**src/rcr_regs.svh**
```systemverilog
`ifndef RCR_REGS_SVH
`define RCR_REGS_SVH

// ****************************************************************
// Register offsets
// ****************************************************************
`define RCR_ADDR_W          6
`define RCR_DATA_W          8
`define RCR_OFS_IRQ_EN      6'h06
`define RCR_OFS_IRQ_REQ     6'h07
`define RCR_OFS_CONTROL     6'h09
`define RCR_OFS_FIFO_STAT   6'h3d
`define RCR_OFS_THRESHOLD   6'h3e

// ****************************************************************
// Request and enable fields
// ****************************************************************
`define RCR_SET_SEL_BIT     7
`define RCR_FLAG_W          6
`define RCR_FLAG_TIMER      5
`define RCR_FLAG_TX         4
`define RCR_FLAG_RX         3
`define RCR_FLAG_IDLE       2
`define RCR_FLAG_HIGH       1
`define RCR_FLAG_LOW        0

// ****************************************************************
// Control fields
// ****************************************************************
`define RCR_CTL_STANDBY     5
`define RCR_CTL_POWER_DOWN  4
`define RCR_CTL_CIPHER      3
`define RCR_CTL_TSTOP       2
`define RCR_CTL_TSTART      1
`define RCR_CTL_FLUSH       0

// ****************************************************************
// Reset values and FIFO geometry
// ****************************************************************
`define RCR_RST_FLAGS       6'h00
`define RCR_RST_ENABLE      6'h00
`define RCR_RST_BYTE        8'h00
`define RCR_RST_THRESHOLD   6'h08
`define RCR_FIFO_DEPTH      7'h40
`define RCR_COUNT_W         7
`define RCR_THR_W           6
`define RCR_TIMER_W         8

`endif

```
**src/rcr_pkg.sv**
```systemverilog
`include "rcr_regs.svh"

package rcr_pkg;

  // ****************************************************************
  // Complete state of the register block
  // ****************************************************************
  typedef struct packed {
    logic [`RCR_FLAG_W-1:0]  flags;
    logic [`RCR_FLAG_W-1:0]  enable;
    logic [`RCR_THR_W-1:0]   threshold;
    logic                    standby;
    logic                    power_down;
    logic                    cipher;
    logic                    tstop;
    logic                    tstart;
    logic                    flush;
    logic                    irq;
    logic                    high_status;
    logic                    low_status;
    logic                    timer_nonzero;
    logic [`RCR_DATA_W-1:0]  rd_data;
  } rcr_state_t;

endpackage

```
**src/rcr_irq_ctrl.sv**
```systemverilog
// The strobed register port was chosen for this implementation.
`timescale 1ns/1ps
`include "rcr_regs.svh"

// Operation
// Bit 7 selects set or clear of marked flags
// Timer flag sets when count reaches zero
// Transmit flag sets on any data-done event
// Receive flag sets when receiver finishes
// Idle flag sets on correct command end
// Idle flag sets on unknown command start
// Host idle start leaves idle flag alone
// High flag sets when high status rises
// Low flag sets when low status rises
// Alert flags latch until software clears
// Request and control registers reset zero
// Control bit 5 enters standby
// Control bit 4 enters power-down
// Control bit 3 shows cipher state
// Cipher set only by second auth success
// Control bit 2 stops the timer
// Control bit 1 starts the timer
// Control bit 0 flushes the FIFO
// Strobe bits always read zero
// Enabled flags drive the interrupt pin
// High and low status from count, threshold
// Reserved bits have no effect
module rcr_irq_ctrl
  import rcr_pkg::*;
(
  // Clock and reset
  input  wire logic                     clk,
  input  wire logic                     rst_n,
  // Host register port
  input  wire logic [`RCR_ADDR_W-1:0]   reg_addr,
  input  wire logic [`RCR_DATA_W-1:0]   reg_wdata,
  input  wire logic                     reg_wr,
  input  wire logic                     reg_rd,
  output logic      [`RCR_DATA_W-1:0]   reg_rdata,
  // Timer engine
  input  wire logic [`RCR_TIMER_W-1:0]  timer_count,
  output logic                          timer_stop_strobe,
  output logic                          timer_start_strobe,
  // Command engine events
  input  wire logic                     transceive_sent,
  input  wire logic                     auth_data_sent,
  input  wire logic                     nvm_write_done,
  input  wire logic                     checksum_done,
  input  wire logic                     receive_finished,
  input  wire logic                     command_end_idle,
  input  wire logic                     host_idle_start,
  input  wire logic                     unknown_command_start,
  input  wire logic                     auth_step_two_ok,
  // FIFO engine
  input  wire logic [`RCR_COUNT_W-1:0]  fifo_byte_count,
  output logic                          fifo_flush_strobe,
  output logic                          fifo_high_status,
  output logic                          fifo_low_status,
  // Power and cipher
  output logic                          standby,
  output logic                          power_down_request,
  output logic                          cipher_active,
  // Interrupt pin
  output logic                          irq
);

  // ****************************************************************
  // State
  // ****************************************************************
  rcr_state_t st_reg;
  rcr_state_t st_next;

  logic                    wr_req;
  logic                    wr_ctl;
  logic                    wr_en;
  logic                    wr_thr;
  logic                    set_sel;
  logic [`RCR_FLAG_W-1:0]  mark;
  logic [`RCR_FLAG_W-1:0]  hw_set;
  logic                    high_now;
  logic                    low_now;
  logic [`RCR_COUNT_W-1:0] room;
  logic [`RCR_COUNT_W-1:0] thr_wide;

  // Next values per field
  logic [`RCR_FLAG_W-1:0]  flag_next;
  logic [`RCR_FLAG_W-1:0]  enable_next;
  logic [`RCR_THR_W-1:0]   threshold_next;
  logic                    standby_next;
  logic                    power_down_next;
  logic                    cipher_next;
  logic                    tstop_next;
  logic                    tstart_next;
  logic                    flush_next;
  logic                    irq_next;

  // Event pulses
  logic                    timer_event;
  logic                    tx_event;
  logic                    rx_event;
  logic                    idle_event;
  logic                    high_event;
  logic                    low_event;

  // Read words
  logic [`RCR_DATA_W-1:0]  req_word;
  logic [`RCR_DATA_W-1:0]  en_word;
  logic [`RCR_DATA_W-1:0]  ctl_word;
  logic [`RCR_DATA_W-1:0]  stat_word;
  logic [`RCR_DATA_W-1:0]  thr_word;
  logic [`RCR_DATA_W-1:0]  rd_word;

  // ****************************************************************
  // Write decode
  // ****************************************************************
  always_comb begin
    wr_req = reg_wr && (reg_addr == `RCR_OFS_IRQ_REQ);
    wr_ctl = reg_wr && (reg_addr == `RCR_OFS_CONTROL);
    wr_en  = reg_wr && (reg_addr == `RCR_OFS_IRQ_EN);
    wr_thr = reg_wr && (reg_addr == `RCR_OFS_THRESHOLD);
  end

  // Bit 7 picks set or clear; the low six bits mark the flags
  always_comb begin
    set_sel = reg_wdata[`RCR_SET_SEL_BIT];
    mark    = reg_wdata[`RCR_FLAG_W-1:0];
  end

  // ****************************************************************
  // FIFO room
  // ****************************************************************
  // A count above the depth wraps the subtraction, so high status
  // stays off for a faulty engine rather than asserting falsely
  always_comb begin
    thr_wide = {1'b0, st_reg.threshold};
    room     = `RCR_FIFO_DEPTH - fifo_byte_count;
  end

  // ****************************************************************
  // FIFO level status
  // ****************************************************************
  always_comb begin
    high_now = (room <= thr_wide);
    low_now  = (fifo_byte_count <= thr_wide);
  end

  // ****************************************************************
  // Hardware events
  // ****************************************************************
  // Timer flag fires on the nonzero-to-zero step only, so a timer
  // resting at zero does not raise again a flag software cleared
  always_comb begin
    timer_event = st_reg.timer_nonzero && (timer_count == '0);
  end

  // Any of the four data-done events marks the transmit flag
  always_comb begin
    tx_event = transceive_sent
               || auth_data_sent
               || nvm_write_done
               || checksum_done;
  end

  always_comb begin
    rx_event = receive_finished;
  end

  // A host-started idle command masks the end-of-command event
  always_comb begin
    idle_event = (command_end_idle && !host_idle_start)
                 || unknown_command_start;
  end

  // Alert flags take the rising edge of the level status only
  always_comb begin
    high_event = high_now && !st_reg.high_status;
    low_event  = low_now && !st_reg.low_status;
  end

  // Gather the events into flag order
  always_comb begin
    hw_set                  = '0;
    hw_set[`RCR_FLAG_TIMER] = timer_event;
    hw_set[`RCR_FLAG_TX]    = tx_event;
    hw_set[`RCR_FLAG_RX]    = rx_event;
    hw_set[`RCR_FLAG_IDLE]  = idle_event;
    hw_set[`RCR_FLAG_HIGH]  = high_event;
    hw_set[`RCR_FLAG_LOW]   = low_event;
  end

  // ****************************************************************
  // Request and enable bits
  // ****************************************************************
  // A hardware set in the same cycle as a software clear wins, so an
  // event is never lost to a clear that races it
  genvar gi;
  generate
    for (gi = 0; gi < `RCR_FLAG_W; gi = gi + 1) begin : g_bit
      always_comb begin
        flag_next[gi] = st_reg.flags[gi];
        if (wr_req && mark[gi]) begin
          flag_next[gi] = set_sel;
        end
        if (hw_set[gi]) begin
          flag_next[gi] = 1'b1;
        end
      end

      always_comb begin
        enable_next[gi] = st_reg.enable[gi];
        if (wr_en && mark[gi]) begin
          enable_next[gi] = set_sel;
        end
      end
    end
  endgenerate

  // ****************************************************************
  // Threshold
  // ****************************************************************
  always_comb begin
    threshold_next = st_reg.threshold;
    if (wr_thr) begin
      threshold_next = reg_wdata[`RCR_THR_W-1:0];
    end
  end

  // ****************************************************************
  // Control register
  // ****************************************************************
  // Power bits are plain stored levels; writing 0 wakes the device
  always_comb begin
    standby_next    = st_reg.standby;
    power_down_next = st_reg.power_down;
    if (wr_ctl) begin
      standby_next    = reg_wdata[`RCR_CTL_STANDBY];
      power_down_next = reg_wdata[`RCR_CTL_POWER_DOWN];
    end
  end

  // Strobes last one cycle and are never stored for reading
  always_comb begin
    tstop_next  = 1'b0;
    tstart_next = 1'b0;
    flush_next  = 1'b0;
    if (wr_ctl) begin
      tstop_next  = reg_wdata[`RCR_CTL_TSTOP];
      tstart_next = reg_wdata[`RCR_CTL_TSTART];
      flush_next  = reg_wdata[`RCR_CTL_FLUSH];
    end
  end

  // ****************************************************************
  // Cipher state
  // ****************************************************************
  // Software may only switch the cipher off; a successful second
  // authentication step switches it on and wins over a clear
  always_comb begin
    cipher_next = st_reg.cipher;
    if (wr_ctl && !reg_wdata[`RCR_CTL_CIPHER]) begin
      cipher_next = 1'b0;
    end
    if (auth_step_two_ok) begin
      cipher_next = 1'b1;
    end
  end

  // ****************************************************************
  // Interrupt pin
  // ****************************************************************
  // Built from next values so the pin moves in the cycle of the flag
  always_comb begin
    irq_next = |(flag_next & enable_next);
  end

  // ****************************************************************
  // Read words
  // ****************************************************************
  // Reserved bits and write-only strobe bits always read as zero
  always_comb begin
    req_word  = {2'b00, st_reg.flags};
    en_word   = {2'b00, st_reg.enable};
    ctl_word  = {2'b00, st_reg.standby, st_reg.power_down,
                 st_reg.cipher, 3'b000};
    stat_word = {6'h00, st_reg.high_status, st_reg.low_status};
    thr_word  = {2'b00, st_reg.threshold};
  end

  // Unmapped offsets read as zero
  always_comb begin
    case (reg_addr)
      `RCR_OFS_IRQ_REQ: begin
        rd_word = req_word;
      end
      `RCR_OFS_IRQ_EN: begin
        rd_word = en_word;
      end
      `RCR_OFS_CONTROL: begin
        rd_word = ctl_word;
      end
      `RCR_OFS_FIFO_STAT: begin
        rd_word = stat_word;
      end
      `RCR_OFS_THRESHOLD: begin
        rd_word = thr_word;
      end
      default: begin
        rd_word = `RCR_RST_BYTE;
      end
    endcase
  end

  // ****************************************************************
  // Next state
  // ****************************************************************
  always_comb begin
    st_next               = st_reg;
    st_next.flags         = flag_next;
    st_next.enable        = enable_next;
    st_next.threshold     = threshold_next;
    st_next.standby       = standby_next;
    st_next.power_down    = power_down_next;
    st_next.cipher        = cipher_next;
    st_next.tstop         = tstop_next;
    st_next.tstart        = tstart_next;
    st_next.flush         = flush_next;
    st_next.irq           = irq_next;
    st_next.high_status   = high_now;
    st_next.low_status    = low_now;
    st_next.timer_nonzero = (timer_count != '0);
    // Read data stands only in the cycle after the read strobe
    st_next.rd_data       = `RCR_RST_BYTE;
    if (reg_rd) begin
      st_next.rd_data = rd_word;
    end
  end

  // ****************************************************************
  // Registers
  // ****************************************************************
  always_ff @(posedge clk or negedge rst_n) begin
    if (!rst_n) begin
      st_reg               <= '0;
      st_reg.flags         <= `RCR_RST_FLAGS;
      st_reg.enable        <= `RCR_RST_ENABLE;
      st_reg.threshold     <= `RCR_RST_THRESHOLD;
    end else begin
      st_reg <= st_next;
    end
  end

  // ****************************************************************
  // Outputs
  // ****************************************************************
  always_comb begin
    reg_rdata          = st_reg.rd_data;
    timer_stop_strobe  = st_reg.tstop;
    timer_start_strobe = st_reg.tstart;
    fifo_flush_strobe  = st_reg.flush;
    fifo_high_status   = st_reg.high_status;
    fifo_low_status    = st_reg.low_status;
    standby            = st_reg.standby;
    power_down_request = st_reg.power_down;
    cipher_active      = st_reg.cipher;
    irq                = st_reg.irq;
  end

endmodule

```
**config.mk**
```make
export PLATFORM = sky130hd
export DESIGN_NAME = rcr_irq_ctrl
export DESIGN_NICKNAME = d
export VERILOG_FILES = /design/src/rcr_pkg.sv /design/src/rcr_irq_ctrl.sv
export VERILOG_INCLUDE_DIRS = /design/src
export SDC_FILE = /design/constraint.sdc
export NUM_CORES = 1
export LEC_CHECK = 0
export ABC_CLOCK_PERIOD_IN_PS = 1900
export BUFFER_PORTS_ARGS = -buffer_cell sky130_fd_sc_hd__buf_2
export CAP_MARGIN = 25
export CORE_MARGIN = 2
export CORE_UTILIZATION = 25
export CTS_CLUSTER_SIZE = 24
export DETAILED_ROUTE_END_ITERATION = 8
export GPL_TIMING_DRIVEN = 0
export PLACE_DENSITY = 0.49
export SLEW_MARGIN = 10
export SYNTH_ARGS = -nofsm -noshare
export SYNTH_HDL_FRONTEND = slang
export SYNTH_SLANG_ARGS = --single-unit
export TNS_END_PERCENT = 20
```
**constraint.sdc**
```tcl
create_clock -name clk -period 1.9 [get_ports clk]
set_input_delay 0.38 -clock clk [delete_from_list [all_inputs] [get_ports clk]]
set_output_delay 0.38 -clock clk [all_outputs]
set_load 0.05 [all_outputs]
```
==> impl_metrics.env <==
export IMPL_diodes=0
export IMPL_place_congestion=0.7465
export IMPL_vdd_drop_max_mv=0.2708
export IMPL_gr_total_overflow=0
export IMPL_path_clk_slew_ns=0.07
export IMPL_clock_latency_ns=0.29
export IMPL_worst_path_buf_inv=1
export IMPL_worstMarginPinSlew_ns=0.7793
export IMPL_setup_violations=1
export IMPL_dp_hpwl_um=4030
export IMPL_syn_to_final_growth_pct=31.22
export IMPL_die_h_um=94.52
export IMPL_seq_area_frac_synth=0.4160
export IMPL_path_cells="buf_8 -> or4b_4 -> nor3_1 -> mux2_2 -> a222oi_1 -> nand4_1"
export IMPL_cp_end_kind="register"
export IMPL_drive_above_1_share=0.4280
export IMPL_synth_most_common_cell="dfrtp_1"
export IMPL_fmax_ghz=0.4803
export IMPL_hp_class="input pin to asynchronous set/reset pin"
export IMPL_p_leak_nw=1.264
export IMPL_largest_register_ffs=7
export IMPL_fin_skew_ns=0.004765
export IMPL_wirelength_um=5238
export IMPL_grt_pass1_wl_um=8211
export IMPL_synthArstFlopShare=1.000
export IMPL_fin_nets=324
export IMPL_crit_path_max_incr_delay_ns=0.60
export IMPL_drt_pass1_iter_count=4
export IMPL_fin_ws_ns=-0.1821
export IMPL_viasPerCell=4.588
export IMPL_dieArea_sq_um=8933
export IMPL_placementRows=33
export IMPL_synth_edff_count=0
export IMPL_drt_first_iter_violations=55
export IMPL_drc=0
export IMPL_crit_path_start="reg_addr[4]"
export IMPL_antenna_found_initial=0
export IMPL_period_needed_ns=2.082
export IMPL_synth_top_area_cell="dfrtp_1"
export IMPL_core_sq_um=8093
export IMPL_max_slew_margin_rel=0.4805
export IMPL_clk_path_buf_depth=2
export IMPL_final_util=0.3321
export IMPL_violations="setup timing"
export IMPL_rsz0062_at_grt="yes"
export IMPL_avgSynthCellArea_sq_um=10.19
export IMPL_cellPowerDensity_nw_per_um2=681.0
export IMPL_ios=59
export IMPL_crit_arrival_ns=2.23
export IMPL_drv_cap=0
export IMPL_setup_tns_ns=-0.1821
export IMPL_fill_cells=876
export IMPL_cts_root_buffer="clkbuf_8"
export IMPL_port_buffers=55
export IMPL_cts_tree="done"
export IMPL_grt_max_degree=35
export IMPL_synthFlopType="dfrtp_1"
export IMPL_critPathKind="input pin to register"
export IMPL_crit_slowest_cell="or4b_4"
export IMPL_synth_area_leaders="dfrtp_1 40%, mux2_2 7.7%, ha_1 7.3%"
export IMPL_cts_max_level=2
export IMPL_reg2reg_setup_slack_ns=-0.02
export IMPL_track_usage=0.1189
export IMPL_numCtsBuffers=5
export IMPL_wire_per_inst_um=13.93
export IMPL_cts_sinks=34
export IMPL_ys_seq_elements=34
export IMPL_status="complete, but fails checks"
export IMPL_hold_viol=0
export IMPL_synthCells=201
export IMPL_r2r_cells=8
export IMPL_ant_nets=0
export IMPL_cp_max_fo=5
export IMPL_slew_violations=0
export IMPL_synth_cell_types=45
export IMPL_rr_endpoint="irq"
export IMPL_dr_total_vias=1725
export IMPL_synth_top_area_frac=0.4032
export IMPL_die_w_um=94.52
export IMPL_critPathLaunchType="input pin"
export IMPL_crit_required_ns=2.04
export IMPL_grt_pass1_vias=1669
export IMPL_start_util=0.2531
export IMPL_r2r_start="st_reg[22]"
export IMPL_cp_top_family="simple AND/OR/NAND/NOR gates"
export IMPL_netlist_area_sq_um=2048
export IMPL_final_period_utilization=1.096
export IMPL_synth_common_cells="33 x dfrtp_1, 17 x nand2_1, 17 x nor2_1"
export IMPL_synth_warnings=0
## repair_timing
action                                  4_1_cts  5_1_grt
hold endpoints to repair                      0        0
gates resized for setup                       6       10
hold buffers                                  0        0
endpoints found under the setup margin        2        2
pin swaps                                     5       11
buffers inserted                              2        5
## per-layer routing
metal	GRT usage	wire (um)	vias up	share of wire
met5	0	0	-	0
met4	0.05435	123	0	0.023
met3	0.02394	177	8	0.034
met2	0.1899	2512	34	0.48
met1	0.1552	2425	837	0.46
li1	-	-	846	-
## power breakdown
group	switching (W)	internal, W	total [W]	leakage (nW)
combinational	0.000267	0.000180	0.000447	0.792
sequential	0.0000358	0.000776	0.000812	0.424
clock	0.000279	0.000293	0.000571	0.0482
total	0.000582	0.00125	0.00183	1.26
## final cells by class
type                            instances  area, sq um  share of cell area
Multi-Input combinational cell        142         1120              0.4167
Sequential cell                        34        852.1              0.3170
Timing Repair Buffer                   62        346.6              0.1290
Tap cell                              105        131.4             0.04888
Buffer                                 13        101.3             0.03771
Clock buffer                            7        86.33             0.03212
Inverter                               12        45.04             0.01676
Clock inverter                          1        5.005            0.001862
## cell families (layout without fill, tap and decap cells)
| family | after synthesis | after routing | share of synthesized area |
|---|---|---|---|
| other | 1 | 2 | 0.001831 |
| AO/OA/AOI/OAI | 30 | 30 | 0.1039 |
| AND/OR/NAND/NOR | 73 | 73 | 0.2004 |
| adder cells (fa/ha/maj) | 12 | 12 | 0.07330 |
| multiplexers | 20 | 20 | 0.1063 |
| XOR/XNOR | 5 | 5 | 0.02138 |
| flip-flops | 34 | 34 | 0.4160 |
| buffers and inverters | 26 | 95 | 0.07696 |
## worst max path at each step
stage / endpoint / cells after the start
floorplan: irq / 6
global placement: irq / 9
detailed placement: irq / 9
CTS: irq / 8
global route: irq / 8
finish: irq / 6
## metrics by stage
step           std cells  setup WS (ns)  total power, W  area [sq um]  hold slack [ns]
3_5_place_dp         362        -0.6003        0.001239          2487           0.5109
5_1_grt              376        -0.2228        0.001921          2688           0.2339
2_1_floorplan        202        -0.2004        0.001087          2081          0.08441
6_report             376        -0.1821        0.001830          2688           0.1658
4_1_cts              371        -0.1780        0.001817          2610           0.1962
3_3_place_gp         362        -0.6123        0.001230          2487           0.5073
## worst reg2reg max path: cells and delay by family, from the launching register on
| kind | cells | cell delay, ns |
|---|---|---|
| compound gates | 4 | 0.92 |
| fa+ha+maj | 1 | 0.30 |
| buf+inv | 1 | 0.08 |
| flops | 1 | 0.40 |
| simple gates | 2 | 0.16 |
## layout by cell type (no fill, tap or decap), types with 4 or more instances in the layout
cell type	Yosys	layout
mux2i_1	6	6
nand3_1	5	5
buf_2	2	54
dfrtp_1	33	33
buf_4	9	16
clkbuf_8	0	6
a221oi_1	5	5
nor3_1	7	4
nand2_1	17	17
mux2_2	14	13
nor3_2	5	4
nor3_4	2	6
ha_1	12	11
a21oi_1	6	5
nor2_1	17	17
inv_1	12	10
(Power assumes the default switching activity.)
